<file path="src/common/rtsr_pkg.sv">
// Contract
// [RULE1] after reset the block converts again and again on its own, with no command from the master.
// [RULE2] a new conversion starts every 0.5 s on the fast variant and every 8 s on the slow one.
// [RULE3] a read at any time returns the last completed result, never a partial one.
// [RULE4] a rising edge of select resets the serial state and starts a fresh conversion.
// [RULE5] a falling edge of select aborts any conversion in progress.
// [RULE6] the master holds select high at least 320 ms after it rises so a conversion can finish.
// [RULE7] while select is low no conversion runs, but the last result can still be read.
// [RULE8] during reset the serial port is inactive and the result register holds zero degrees.
// [RULE9] a falling edge of select copies the current result into the output shift register.
// [RULE10] each new frame bit appears on a falling serial clock edge, most significant bit first.
// [RULE11] a frame spans 16 serial clock edges and carries bits 15 down to 0 in order.
// [RULE12] bits 1 and 0 of the frame leave the data output undriven.
// [RULE13] the temperature is a 13-bit two's-complement value with 0.0625 degree steps.
// [RULE14] frame bits 15 to 3 carry the temperature with sign in bit 15, and bit 2 is zero.
// [RULE15] while select is low the serial port stays enabled although the converter is idle.
// [RULE16] the data output is undriven while select is high and drives bit 15 soon after it falls.
// [RULE17] a finished conversion updates the readable result only when no frame is in progress.
package rtsr_pkg;
   localparam int TEMP_W = 13;
   localparam int FRAME_W = 16;
   localparam int FRAME_TEMP_LSB = 3;
   localparam int FRAME_HIZ_BITS = 2;
   localparam logic [TEMP_W-1:0] TEMP_RESET = 13'h0000;
   localparam logic [3:0] BIT_FIRST = 4'hf;
   localparam logic [3:0] BIT_LAST = 4'h0;
   localparam int CLK_HZ = 200_000_000;
   // conversion periods and conversion time in milliseconds
   localparam int FAST_PERIOD_MS = 500;
   localparam int SLOW_PERIOD_MS = 8000;
   localparam int CONV_TIME_MS = 320;
   localparam longint CYC_PER_MS = CLK_HZ / 1000;
   localparam longint FAST_PERIOD_CYC = FAST_PERIOD_MS * CYC_PER_MS;
   localparam longint SLOW_PERIOD_CYC = SLOW_PERIOD_MS * CYC_PER_MS;
   localparam longint CONV_TIME_CYC = CONV_TIME_MS * CYC_PER_MS;
   localparam int CNT_W = 32;
   typedef enum {CONV_IDLE, CONV_RUN, CONV_WAIT} rtsr_conv_t;
endpackage : rtsr_pkg

</file>
<file path="src/common/rtsr_res_if.sv">
`timescale 1ns/10ps
// result hand-off between converter and readout
interface rtsr_res_if;
   import rtsr_pkg::*;
   logic resValid;
   logic resReady;
   logic [TEMP_W-1:0] resData;
   modport src (output resValid, output resData, input resReady);
   modport snk (input resValid, input resData, output resReady);
endinterface : rtsr_res_if

</file>
<file path="src/core/rtsr_fifo.sv">
`timescale 1ns/10ps
module rtsr_fifo #(
   parameter int WIDTH = 13,
   parameter int DEPTH = 8
) (
   input wire logic clk,
   input wire logic rst,
   input wire logic inValid,
   output logic inReady,
   input wire logic [WIDTH-1:0] inData,
   output logic outValid,
   input wire logic outReady,
   output logic [WIDTH-1:0] outData
);
   localparam int AW = $clog2(DEPTH);
   initial begin
      if (DEPTH < 2 || (1 << AW) != DEPTH || WIDTH < 1) begin
         $error("rtsr_fifo: depth must be a power of two, at least 2");
      end
   end
   logic [WIDTH-1:0] mem_r [DEPTH];
   logic [AW:0] wrPtr_r, wrPtr_nxt, rdPtr_r, rdPtr_nxt;
   logic wrEn, rdEn;
   always_comb begin
      inReady = (wrPtr_r - rdPtr_r) != (AW+1)'(DEPTH);
      outValid = wrPtr_r != rdPtr_r;
      outData = mem_r[rdPtr_r[AW-1:0]];
      wrEn = inValid && inReady;
      rdEn = outValid && outReady;
      wrPtr_nxt = wrPtr_r + (AW+1)'(wrEn);
      rdPtr_nxt = rdPtr_r + (AW+1)'(rdEn);
   end
   always_ff @(posedge clk) begin
      if (rst) begin
         wrPtr_r <= '0;
         rdPtr_r <= '0;
      end else begin
         wrPtr_r <= wrPtr_nxt;
         rdPtr_r <= rdPtr_nxt;
      end
      if (wrEn) begin
         mem_r[wrPtr_r[AW-1:0]] <= inData;
      end
   end
endmodule : rtsr_fifo

</file>
<file path="src/core/rtsr_conv.sv">
`timescale 1ns/10ps
// conversion sequencer: free-running periods, select-controlled start and abort
module rtsr_conv
   import rtsr_pkg::*;
#(
   parameter longint PERIOD_CYC = FAST_PERIOD_CYC,
   parameter longint CONV_CYC = CONV_TIME_CYC
) (
   input wire logic clk,
   input wire logic rst,
   input wire logic selRise,
   input wire logic selFall,
   input wire logic selHigh,
   input wire logic [TEMP_W-1:0] adcSample,
   output logic converting,
   rtsr_res_if.src res
);
   initial begin
      if (CONV_CYC < 1 || PERIOD_CYC < CONV_CYC || PERIOD_CYC >= (64'h1 << CNT_W)) begin
         $error("rtsr_conv: conversion must fit inside the period");
      end
   end
   rtsr_conv_t state_r, state_nxt;
   logic [CNT_W-1:0] cnt_r, cnt_nxt;
   logic resValid_r, resValid_nxt;
   logic [TEMP_W-1:0] resData_r, resData_nxt;
   always_comb begin
      state_nxt = state_r;
      cnt_nxt = cnt_r + 32'h1;
      resValid_nxt = resValid_r && !res.resReady;
      resData_nxt = resData_r;
      case (state_r)
         CONV_RUN: begin
            if (cnt_r == CNT_W'(CONV_CYC - 1)) begin
               // result only leaves once the whole conversion has run
               resValid_nxt = 1'b1; // [RULE3]
               resData_nxt = adcSample; // [RULE13]
               state_nxt = CONV_WAIT;
            end
         end
         CONV_WAIT: begin
            if (cnt_r == CNT_W'(PERIOD_CYC - 1)) begin
               state_nxt = CONV_RUN; // [RULE1] [RULE2]
               cnt_nxt = '0;
            end
         end
         CONV_IDLE: begin
            cnt_nxt = '0; // [RULE7]
         end
         default: begin
            state_nxt = CONV_IDLE;
         end
      endcase
      if (selFall) begin
         state_nxt = CONV_IDLE; // [RULE5]
         cnt_nxt = '0;
      end else if (selRise) begin
         state_nxt = CONV_RUN; // [RULE4]
         cnt_nxt = '0;
      end else if (state_r == CONV_IDLE && selHigh) begin
         // after reset with select already high, start free-running
         state_nxt = CONV_RUN; // [RULE1]
      end
   end
   always_ff @(posedge clk) begin
      if (rst) begin
         state_r <= CONV_IDLE;
         cnt_r <= '0;
         resValid_r <= 1'b0;
         resData_r <= TEMP_RESET;
      end else begin
         state_r <= state_nxt;
         cnt_r <= cnt_nxt;
         resValid_r <= resValid_nxt;
         resData_r <= resData_nxt;
      end
   end
   assign res.resValid = resValid_r;
   assign res.resData = resData_r;
   assign converting = state_r == CONV_RUN;
endmodule : rtsr_conv

</file>
<file path="src/core/rtsr_top.sv">
`timescale 1ns/10ps
module rtsr_top
   import rtsr_pkg::*;
#(
   parameter longint PERIOD_CYC = FAST_PERIOD_CYC,
   parameter longint CONV_CYC = CONV_TIME_CYC,
   parameter int FIFO_DEPTH = 8
) (
   input wire logic clk,
   input wire logic rst,
   input wire logic selN,
   input wire logic sck,
   input wire logic [TEMP_W-1:0] adcSample,
   output logic soOut,
   output logic soOe,
   output logic convBusy
);
   initial begin
      if (FIFO_DEPTH < 2 || FRAME_W != TEMP_W + FRAME_TEMP_LSB) begin
         $error("rtsr_top: bad frame or fifo shape");
      end
   end
   // ----------------------------------------
   // pin synchronisers
   // ----------------------------------------
   logic [1:0] selSync_r, sckSync_r;
   logic selDly_r, sckDly_r;
   logic selRise, selFall, sckFall;
   always_ff @(posedge clk) begin
      if (rst) begin
         selSync_r <= 2'h3;
         sckSync_r <= 2'h0;
         selDly_r <= 1'b1;
         sckDly_r <= 1'b0;
      end else begin
         selSync_r <= {selSync_r[0], selN};
         sckSync_r <= {sckSync_r[0], sck};
         selDly_r <= selSync_r[1];
         sckDly_r <= sckSync_r[1];
      end
   end
   assign selRise = selSync_r[1] && !selDly_r;
   assign selFall = !selSync_r[1] && selDly_r;
   assign sckFall = !sckSync_r[1] && sckDly_r;
   // ----------------------------------------
   // converter and result buffer
   // ----------------------------------------
   rtsr_res_if convRes ();
   rtsr_res_if bufRes ();
   logic busy;
   rtsr_conv #(.PERIOD_CYC(PERIOD_CYC), .CONV_CYC(CONV_CYC)) uConv (
      .clk(clk),
      .rst(rst),
      .selRise(selRise),
      .selFall(selFall),
      .selHigh(selSync_r[1]),
      .adcSample(adcSample),
      .converting(busy),
      .res(convRes.src)
   );
   rtsr_fifo #(.WIDTH(TEMP_W), .DEPTH(FIFO_DEPTH)) uFifo (
      .clk(clk),
      .rst(rst),
      .inValid(convRes.resValid),
      .inReady(convRes.resReady),
      .inData(convRes.resData),
      .outValid(bufRes.resValid),
      .outReady(bufRes.resReady),
      .outData(bufRes.resData)
   );
   // ----------------------------------------
   // readable result and serial frame
   // ----------------------------------------
   logic [TEMP_W-1:0] temp_r, temp_nxt;
   logic [FRAME_W-1:0] shift_r, shift_nxt;
   logic [3:0] bitIdx_r, bitIdx_nxt;
   logic inFrame_r, inFrame_nxt;
   logic soOut_r, soOut_nxt, soOe_r, soOe_nxt, busy_r;
   // a frame only drains the buffer when select is high, so no frame mixes results
   assign bufRes.resReady = selSync_r[1]; // [RULE17]
   always_comb begin
      temp_nxt = temp_r;
      shift_nxt = shift_r;
      bitIdx_nxt = bitIdx_r;
      inFrame_nxt = inFrame_r;
      soOut_nxt = soOut_r;
      soOe_nxt = soOe_r;
      if (bufRes.resValid && bufRes.resReady) begin
         temp_nxt = bufRes.resData; // [RULE3] [RULE17]
      end
      if (selFall) begin
         // snapshot: sign at 15, bit 2 zero, bits 1:0 later undriven
         shift_nxt = {temp_r, {FRAME_TEMP_LSB{1'b0}}}; // [RULE9] [RULE14]
         bitIdx_nxt = BIT_FIRST;
         inFrame_nxt = 1'b1;
         soOut_nxt = temp_r[TEMP_W-1]; // [RULE10] [RULE16]
         soOe_nxt = 1'b1; // [RULE15]
      end else if (!selSync_r[1]) begin
         if (inFrame_r && sckFall) begin
            if (bitIdx_r == BIT_LAST) begin
               inFrame_nxt = 1'b0; // [RULE11]
               soOe_nxt = 1'b0;
            end else begin
               bitIdx_nxt = bitIdx_r - 4'h1; // [RULE11]
               soOut_nxt = shift_r[bitIdx_r - 4'h1]; // [RULE10]
               soOe_nxt = (bitIdx_r - 4'h1) >= 4'(FRAME_HIZ_BITS); // [RULE12]
            end
         end
      end else begin
         // select high: port reset and released
         inFrame_nxt = 1'b0; // [RULE4]
         bitIdx_nxt = BIT_FIRST;
         soOe_nxt = 1'b0; // [RULE16]
         soOut_nxt = 1'b0;
      end
   end
   always_ff @(posedge clk) begin
      if (rst) begin
         temp_r <= TEMP_RESET; // [RULE8]
         shift_r <= '0;
         bitIdx_r <= BIT_FIRST;
         inFrame_r <= 1'b0;
         soOut_r <= 1'b0;
         soOe_r <= 1'b0; // [RULE8]
         busy_r <= 1'b0;
      end else begin
         temp_r <= temp_nxt;
         shift_r <= shift_nxt;
         bitIdx_r <= bitIdx_nxt;
         inFrame_r <= inFrame_nxt;
         soOut_r <= soOut_nxt;
         soOe_r <= soOe_nxt;
         busy_r <= busy;
      end
   end
   assign soOut = soOut_r;
   assign soOe = soOe_r;
   assign convBusy = busy_r;
endmodule : rtsr_top

</file>
<file path="config.mk">
export PLATFORM = sky130hd
export DESIGN_NAME = rtsr_top
export DESIGN_NICKNAME = d
export VERILOG_FILES = /design/src/common/rtsr_pkg.sv /design/src/common/rtsr_res_if.sv /design/src/core/rtsr_fifo.sv /design/src/core/rtsr_conv.sv /design/src/core/rtsr_top.sv
export SDC_FILE = /design/constraint.sdc
export NUM_CORES = 1
export LEC_CHECK = 0
export BUFFER_PORTS_ARGS = -buffer_cell sky130_fd_sc_hd__buf_2
export CAP_MARGIN = 15
export CORE_MARGIN = 3
export CORE_UTILIZATION = 59
export DETAILED_ROUTE_END_ITERATION = 8
export PLACE_DENSITY_LB_ADDON = 0.08
export SYNTH_ARGS = -nofsm -noshare
export SYNTH_HDL_FRONTEND = slang
export SYNTH_SLANG_ARGS = --single-unit
</file>
<file path="constraint.sdc">
create_clock -name clk -period 4.95 [get_ports clk]
set_input_delay 0.7425 -clock clk [delete_from_list [all_inputs] [get_ports clk]]
set_output_delay 0.7425 -clock clk [all_outputs]
set_load 0.02 [all_outputs]
</file>
==> out/metrics.cfg, run 1 <==
[cts]
clock-sinks=200
hold_buffers=0
cts_max_level=4
clock_path_buffers=2
cts_setup_buffers=0
cts_buffers=17
clkTransAtPathRegs_ns=0.07
cts_resized=0
clock_latency_ns=0.44
cts_tree=done
clock-root-buffer=clkbuf_16

[synth]
synth_top_cell_by_area=edfxtp_1
ys_seq_area_share_pct=62.6
synth_commonest_cells=edfxtp_1, dfxtp_1, nor2_1
syn-mean-instance-area_um2=12.8
ys_warn_count=0
ys.flop_type=edfxtp_1
synth_area_leaders=edfxtp_1, dfxtp_1, mux4_2
synth_seq_cells=200
netlist_area_um2=8060
synth_top_area_share_pct=38.7
yosysUniqueCellTypes=53
async_flop_share_pct=0
yosysMostFrequentCell=edfxtp_1
synth_nets=658
syn_inst=632
synth_edf_count=104

[place]
place_congestion=0.930
portBuffers=19
postPlaceCellArea_um2=8260
dp_hpwl_mm=10.5

[worst_setup_path]
arrival_ns=3.66
crit_fanout=16
required_ns=5.01
end_kind=flop
startpoint_type=flop
path_class=reg -> reg
ff2ff_setup_slack_ns=1.35

[floorplanning]
die_w_um=123
core_area_um2=13300
die_h_um=123
ios=20
rows=42
die_area_um2=15100
initial_core_util_pct=60.7

[sta]
worstMarginPinSlew_ns=1.11
grt_setup_unrepaired=false
hold_viol_final=0
max-slew-margin-rel_pct=25.9
setup_viol_count_final=0
timing.final.crit_share_pct=72.7
period_minus_slack_ns=3.60
max_freq_ghz=0.278
report.final.slew_viol_count=0
setup-tns-final_ns=0
fin_hold_ws_ns=0.413
clock_skew_ns=0.0118

[outcome]
status=finished clean

[route]
wire_per_inst_um=18.6
drc=0
routed-via-count=4834
wirelength_mm=15.5
viasPerCell=5.80
final_antenna_net_count=0
dr.pass1.iters=4
dr.first_iter.drc_count=438

[final_layout]
synthToLayoutAreaGrowth_pct=10.3
fin_nets=671
n_antenna_cell=0
fill_cells=988
fin_area_um2=8890
drive_gt1_share_pct=15.3

[min_path]
hp-class=reg -> reg

[pwr]
power.total_uw=3660
powerDensity_nw_per_um2=412
leakage_uw=0.00298
vdd_ir_drop_max_uv=325

[global_route]
overflow=0
antenna_found_initial=0
grt_usage_pct=22.3
grt_max_degree=59
grt_pass1_vias=4676
grt_pass1_wl_mm=25.1

[job]
cap_viol_max_count=0

-- critical path, cell delays in order, from the launching register on --
cell      delay, ns
dfxtp_1        0.63
inv_1          0.32
ha_1           0.43
o21ai_0        0.12
nor3b_1        0.39
o311ai_0       0.41
nor2_1         0.93
-- sequential cells by signal, indices dropped and copies added (netlist names), 2 cells and up --
signal / cells
uFifo.mem_r: 104
uConv.cnt_r: 32
shift_r: 13
temp_r: 13
uConv.res.resData: 13
bitIdx_r: 4
uFifo.rdPtr_r: 4
uFifo.wrPtr_r: 4
sckSync_r: 2
selSync_r: 2
uConv.state_r: 2
-- layer usage --
layer / global-route usage (%) / part of all wire, % / vias up
met3: 5.26 / 5.2 / 18
met2: 34.7 / 49 / 155
met5: 0 / 0 / -
li1: - / - / 2336
met4: 6.51 / 1.1 / 0
met1: 31.7 / 45 / 2325
-- path summary, 6_finish.rpt --
path,cells past startpoint,end,start
setup reg to reg,6,uFifo.mem_r[3][7],uFifo.rdPtr_r[2]
hold reg to reg,1,selSync_r[1],selSync_r[0]
hold / removal,1,selSync_r[1],selSync_r[0]
setup / recovery,6,uFifo.mem_r[3][7],uFifo.rdPtr_r[2]
-- power breakdown --
part | switching [uW] | leakage (uW) | internal, uW
Sequential | 34.4 | 0.00167 | 1790
Combinational | 225 | 0.00100 | 208
Clock | 634 | 0.000296 | 768
Total | 894 | 0.00298 | 2770
-- metrics by stage --
stage	utilization, %	worst slack (ns)	instances
floorplan	-	1.46	632
global placement	62.1	1.58	800
detailed placement	62.1	1.37	800
CTS	66.7	1.34	832
global route	66.9	1.01	834
finish	66.9	1.35	834
-- cells by family after synthesis --
group	Yosys count	share of synthesized area (%)
AO/OA/AOI/OAI	58	5.14
XOR/XNOR	37	4.02
adder cells (fa/ha/maj)	9	1.40
buffers and inverters	49	2.79
flip-flops	200	62.6
multiplexers	43	9.85
AND/OR/NAND/NOR	236	14.2
-- cell usage in the layout (no fill, tap or decap), types with 12 or more instances in the layout --
master / n
a21oi_1: 21
a311oi_1: 13
buf_2: 19
clkbuf_16: 17
dfxtp_1: 95
edfxtp_1: 104
inv_1: 18
mux2i_1: 13
mux4_2: 29
nand2_1: 69
nand3_1: 14
nor2_1: 78
nor4_1: 12
xnor2_1: 28
-- layout make-up --
type | instances | area, um^2 | share of cell area [%]
inverters | 18 | 67.6 | 0.760
well taps | 176 | 220 | 2.48
flip-flops and latches | 200 | 5050 | 56.8
repair buffers | 25 | 144 | 1.62
clock buffers | 18 | 429 | 4.83
clock inverters | 14 | 180 | 2.03
multi-input cells | 383 | 2800 | 31.5
Power figures use the tool's default switching activity.
==> inputs of run 2 (changes only) <==
--- a/config.mk
+++ b/config.mk
@@ -8,7 +8,7 @@
 export BUFFER_PORTS_ARGS = -buffer_cell sky130_fd_sc_hd__buf_2
 export CAP_MARGIN = 15
 export CORE_MARGIN = 3
-export CORE_UTILIZATION = 59
+export CORE_UTILIZATION = 56
 export DETAILED_ROUTE_END_ITERATION = 8
 export PLACE_DENSITY_LB_ADDON = 0.08
 export SYNTH_ARGS = -nofsm -noshare
==> constraint.sdc (replaced) <==
create_clock -name clk -period 3.2 [get_ports clk]
set_input_delay 0.48 -clock clk [delete_from_list [all_inputs] [get_ports clk]]
set_output_delay 0.48 -clock clk [all_outputs]
set_load 0.02 [all_outputs]
==> out/metrics.cfg, run 2 (synthesized netlist as in run 1, its figures left out) <==
[outcome]
status=finished clean

[pwr]
seq_power_share_pct=50.3  ; +0.5 points
clkPwrFrac_pct=37.7  ; -0.6 points
leakage_uw=0.00302  ; +1.4%
vdd_ir_drop_max_uv=481  ; +48%
p_int_uw=4270  ; +54%
power_frac_comb_pct=12.0  ; +0.2 points
powerDensity_nw_per_um2=628  ; +52%
switching_share_pct=24.0  ; -0.40 points
p_switching_uw=1350  ; +51%

[sta]
setup-tns-final_ns=0  ; unchanged
hold_viol_final=0  ; unchanged
max-slew-margin-rel_pct=39.3  ; +13 points
timing.final.crit_share_pct=83.9  ; +11 points
report.final.slew_viol_count=0  ; unchanged
worstMarginPinSlew_ns=0.899  ; -0.213 ns
clock_skew_ns=0.0101  ; -0.00172 ns
layout_setup_ws_ns=0.515  ; -0.838 ns
period_minus_slack_ns=2.69  ; -0.912 ns
setup_viol_count_final=0  ; unchanged
max_freq_ghz=0.372  ; +34%
grt_setup_unrepaired=false

[floorplanning]
die_area_um2=15900  ; +5.1%
rows=43  ; +2.4%
ios=20  ; unchanged
die_w_um=126  ; +2.5%
initial_core_util_pct=57.6  ; -3.0 points
core_area_um2=14000  ; +5.2%
die_h_um=126  ; +2.5%

[route]
wire_per_inst_um=17.4  ; -6.1%
final_antenna_net_count=0  ; unchanged
drc=0  ; unchanged
routed-via-count=4791  ; -0.89%
viasPerCell=5.65  ; -2.5%
wirelength_mm=14.8  ; -4.5%
dr.pass1.iters=4  ; unchanged
dr.first_iter.drc_count=338  ; -23%

[min_path]
hp-class=in -> reg
hold_start=selN

[final_layout]
final_cell_mix=edfxtp_1, dfxtp_1, nor2_1, nand2_1, mux4_2
n_antenna_cell=0  ; unchanged
largest_reg_flops=104  ; unchanged
fin_nets=681  ; +1.5%
fill_cells=1066  ; +7.9%
drive_gt1_share_pct=16.5  ; +1.1 points
final_common_cell=edfxtp_1
synthToLayoutAreaGrowth_pct=11.0

[worst_setup_path]
end_kind=flop
crit_fanout=14  ; -2
cp_slowest_stage_delay_ns=0.81  ; -0.12 ns
required_ns=3.37  ; -1.64 ns
startpoint_type=flop
path_class=reg -> reg
crit_path_top_delay_cell=o311ai_0
arrival_ns=2.86  ; -0.80 ns
crit_chain=inv_1, ha_1, o21ai_0, a21boi_0, o311ai_0, nor2_1, buf_4
setup.worst_path.start=uFifo.rdPtr_r[2]
worstReg2RegStart=uFifo.rdPtr_r[2]

[global_route]
overflow=0  ; unchanged
grt_usage_pct=20.0  ; -2.3 points
antenna_found_initial=0  ; unchanged
grt_pass1_vias=4801  ; +2.7%
grt_max_degree=53  ; -10%
grt_pass1_wl_mm=24.7  ; -1.7%

[cts]
clock-root-buffer=clkbuf_16
clock_latency_ns=0.43  ; about the same
cts_max_level=4  ; unchanged
clock_path_buffers=2  ; unchanged
clock-sinks=200  ; unchanged
clkTransAtPathRegs_ns=0.07  ; about the same
hold_buffers=0  ; unchanged
cts_tree=done
cts_setup_buffers=0  ; unchanged
cts_buffers=17  ; unchanged
cts_resized=0  ; unchanged

[job]
cap_viol_max_count=0  ; unchanged

[place]
place_congestion=0.789  ; -15%
post-place-ws_ns=0.554  ; -0.815 ns
portBuffers=19  ; unchanged
dp_hpwl_mm=10.1  ; -4.1%

## run 2: layout make-up
cell class	count	area (um^2)	area share, %
well taps	180	225	2.52
repair buffers	35	215	2.41
multi-input cells	383	2800	31.3
inverters	18	67.6	0.755
clock inverters	14	160	1.79
flip-flops and latches	200	5050	56.4
clock buffers	18	429	4.80
## run 2: path summary, 6_finish.rpt
kind / endpoint / slack (ns) / cells after the start
worst max-delay path: uFifo.mem_r[3][12] / 0.51 / 7
worst min-delay path: selSync_r[0] / 0.25 / 2
worst max register to register: uFifo.mem_r[3][12] / 0.51 / 7
worst min register to register: selSync_r[1] / 0.42 / 1
## run 2: per-layer routing
metal  vias to the layer above  part of all wire (%)  global-route usage (%)
met5                         -                     0                       0
met4                         0                   1.2                    6.69
met3                        11                   2.9                    4.71
met2                        60                    52                    34.8
met1                      2362                    44                    24.8
li1                       2358                     -                       -
## run 2: stage by stage
step           utilization (%)  std cells  cell area, um^2  hold slack (ns)  power (uW)
6_report                  64.0        848             8950            0.247        5620
4_1_cts                   64.0        848             8950            0.225        5690
3_3_place_gp              59.7        816             8360            0.406        3550
5_1_grt                   64.0        848             8950            0.235        5870
2_1_floorplan                -        632             8070            0.389        3420
3_5_place_dp              59.7        816             8360            0.408        3570
## run 2: power by group through the flow
stage | clock network, uW | registers (uW) | logic (uW)
6_report | 2120 | 2830 | 674
5_1_grt | 2270 | 2840 | 761
4_1_cts | 2170 | 2830 | 691
3_5_place_dp | 0 | 2880 | 689
3_3_place_gp | 0 | 2880 | 674
2_1_floorplan | 0 | 2870 | 553
## run 2: worst max-delay path: cells and delay by family, from the launching register on
family          cells  cell delay (ns)
compound gates      3             1.13
fa+ha+maj           1             0.35
buf+inv             2             0.53
flops               1             0.31
simple gates        1             0.11
==> inputs of run 3 (changes only) <==
--- a/config.mk
+++ b/config.mk
@@ -8,7 +8,7 @@
 export BUFFER_PORTS_ARGS = -buffer_cell sky130_fd_sc_hd__buf_2
 export CAP_MARGIN = 15
 export CORE_MARGIN = 3
-export CORE_UTILIZATION = 56
+export CORE_UTILIZATION = 59
 export DETAILED_ROUTE_END_ITERATION = 8
 export PLACE_DENSITY_LB_ADDON = 0.08
 export SYNTH_ARGS = -nofsm -noshare
==> constraint.sdc (replaced) <==
create_clock -name clk -period 2.61 [get_ports clk]
set_input_delay 0.3915 -clock clk [delete_from_list [all_inputs] [get_ports clk]]
set_output_delay 0.3915 -clock clk [all_outputs]
set_load 0.02 [all_outputs]
==> out/metrics.cfg, run 3 (synthesized netlist as in run 1, its figures left out) <==
[cts]
clock-root-buffer=clkbuf_16
clock-sinks=200  ; unchanged
hold_buffers=0  ; unchanged
clkTransAtPathRegs_ns=0.07  ; about the same
cts_tree=done
cts_max_level=4  ; unchanged
clock_latency_ns=0.44  ; about the same
clock_path_buffers=2  ; unchanged
cts_setup_buffers=0  ; unchanged
cts_buffers=17  ; unchanged

[route]
dr.first_iter.drc_count=387  ; +14%
final_antenna_net_count=0  ; unchanged
viasPerCell=5.78  ; +2.4%
drc=0  ; unchanged
wirelength_mm=14.9  ; +0.85%
routed-via-count=4881  ; +1.9%
dr.pass1.iters=6  ; +2
wire_per_inst_um=17.7  ; +1.3%

[floorplanning]
die_h_um=123  ; -2.5%
rows=42  ; -2.3%
die_area_um2=15100  ; -4.8%
ios=20  ; unchanged
die_w_um=123  ; -2.5%
initial_core_util_pct=60.7  ; +3.0 points
core_area_um2=13300  ; -5.0%

[sta]
period_minus_slack_ns=2.58  ; -0.105 ns
grt_setup_unrepaired=true
hold_viol_final=0  ; unchanged
timing.final.crit_share_pct=98.9  ; +15 points
setup_viol_count_final=0  ; unchanged
worstMarginPinSlew_ns=0.707  ; -0.192 ns
clock_skew_ns=0.0129  ; +0.00286 ns
report.final.slew_viol_count=0  ; unchanged
fin_hold_ws_ns=0.139  ; -0.108 ns
max-slew-margin-rel_pct=52.8  ; +14 points
max_freq_ghz=0.388  ; +4.1%

[worst_setup_path]
crit_chain=inv_1, ha_1, nor2b_1, o21ai_1, nor3b_4, o311ai_4, nor2_2
crit_family=simple AND/OR/NAND/NOR gates
setup.worst_path.start=uFifo.rdPtr_r[1]
path_depth=7  ; unchanged
crit_path_top_delay_cell=nor2_2
crit_buf_inv=1  ; -1
cp_slowest_stage_delay_ns=0.61  ; -0.20 ns
end_kind=flop
worstRegToRegCells=7  ; unchanged
worstReg2RegStart=uFifo.rdPtr_r[1]
crit_fanout=13  ; -1
path_class=reg -> reg
required_ns=2.68  ; -0.69 ns
startpoint_type=flop
arrival_ns=2.65  ; -0.21 ns

[final_layout]
fin_nets=681  ; unchanged
final_cell_mix=edfxtp_1, dfxtp_1, nor2_1, nand2_1, mux4_2
drive_gt1_share_pct=18.3  ; +1.8 points
n_antenna_cell=0  ; unchanged
fill_cells=946  ; -11%
synthToLayoutAreaGrowth_pct=12.7
final_core_util_pct=68.3  ; +4.4 points
largest_reg_flops=104  ; unchanged
final_common_cell=edfxtp_1

[pwr]
leakage_uw=0.00303  ; +0.60%
power.total_uw=7060  ; +26%
power_frac_comb_pct=11.9  ; about the same
clkPwrFrac_pct=39.0  ; +1.3 points
powerDensity_nw_per_um2=777  ; +24%
vdd_ir_drop_max_uv=626  ; +30%
switching_share_pct=24.9  ; +0.91 points
p_switching_uw=1760  ; +30%
p_int_uw=5300  ; +24%
seq_power_share_pct=49.1  ; -1.2 points

[global_route]
grt_usage_pct=21.5  ; +1.4 points
grt_pass1_vias=4760  ; -0.85%
antenna_found_initial=0  ; unchanged
overflow=0  ; unchanged
grt_max_degree=33  ; -38%
grt_pass1_wl_mm=24.5  ; -0.78%

[min_path]
holdPathStages=2  ; unchanged
hp-class=in -> reg
hold_start=selN

[job]
cap_viol_max_count=0  ; unchanged

[outcome]
status=finished clean

[place]
place_congestion=0.804  ; +1.9%
dp_hpwl_mm=10.2  ; +1.0%
portBuffers=19  ; unchanged

-- run 3: changes by cell type in the layout (fill, tap and decap cells not counted), sizes merged --
cell,change
clkinvlp,-2
clkinv,+2
-- run 3: timing repair --
item | CTS | global route
resized for setup | 0 | 3
endpoints found under the hold margin | 0 | 0
endpoints found under the setup margin | 0 | 78
-- run 3: per-stage QoR --
stage	TNS (ns)	cells	setup WS (ns)	cell area (um^2)
2_1_floorplan	0	632	0.0102	8160
3_3_place_gp	0	812	0.0886	8430
6_report	0	844	0.0294	9090
5_1_grt	-5.46	844	-0.160	9090
3_5_place_dp	0	812	0.0121	8430
4_1_cts	0	844	0.00391	9070
-- run 3: power by group through the flow --
stage / logic [uW] / registers (uW) / clock network, uW
after floorplan: 719 / 3510 / 0
after global placement: 828 / 3530 / 0
after detailed placement: 845 / 3540 / 0
after CTS: 857 / 3470 / 2800
after global routing: 939 / 3480 / 2930
final: 843 / 3460 / 2750
-- run 3: cell type report --
class	instances	area, um^2	area share (%)
Multi-Input combinational cell	383	2900	31.9
Clock inverter	14	201	2.22
Inverter	18	67.6	0.744
Tap cell	176	220	2.42
Sequential cell	200	5050	55.5
Clock buffer	18	439	4.83
Timing Repair Buffer	35	215	2.37
-- run 3: worst paths after layout --
path,endpoint,slack (ns)
min,selSync_r[0],0.14
max,uFifo.mem_r[4][3],0.03
min reg2reg,selSync_r[1],0.42
max reg2reg,uFifo.mem_r[4][3],0.03
-- run 3: metal layers --
layer,GRT usage [%],up-vias,wire length (um)
li1,-,2353,-
met1,29.5,2419,6790
met2,34.2,89,7380
met3,5.08,20,559
met4,6.86,0,196
met5,0,-,0
-- run 3: worst register-to-register path, stage by stage (launching register included) --
cell and delay, ns:
dfxtp_1 0.33, inv_1 0.05, ha_1 0.33, nor2b_1 0.15, o21ai_1 0.20, nor3b_4 0.38, o311ai_4 0.18, nor2_2 0.61
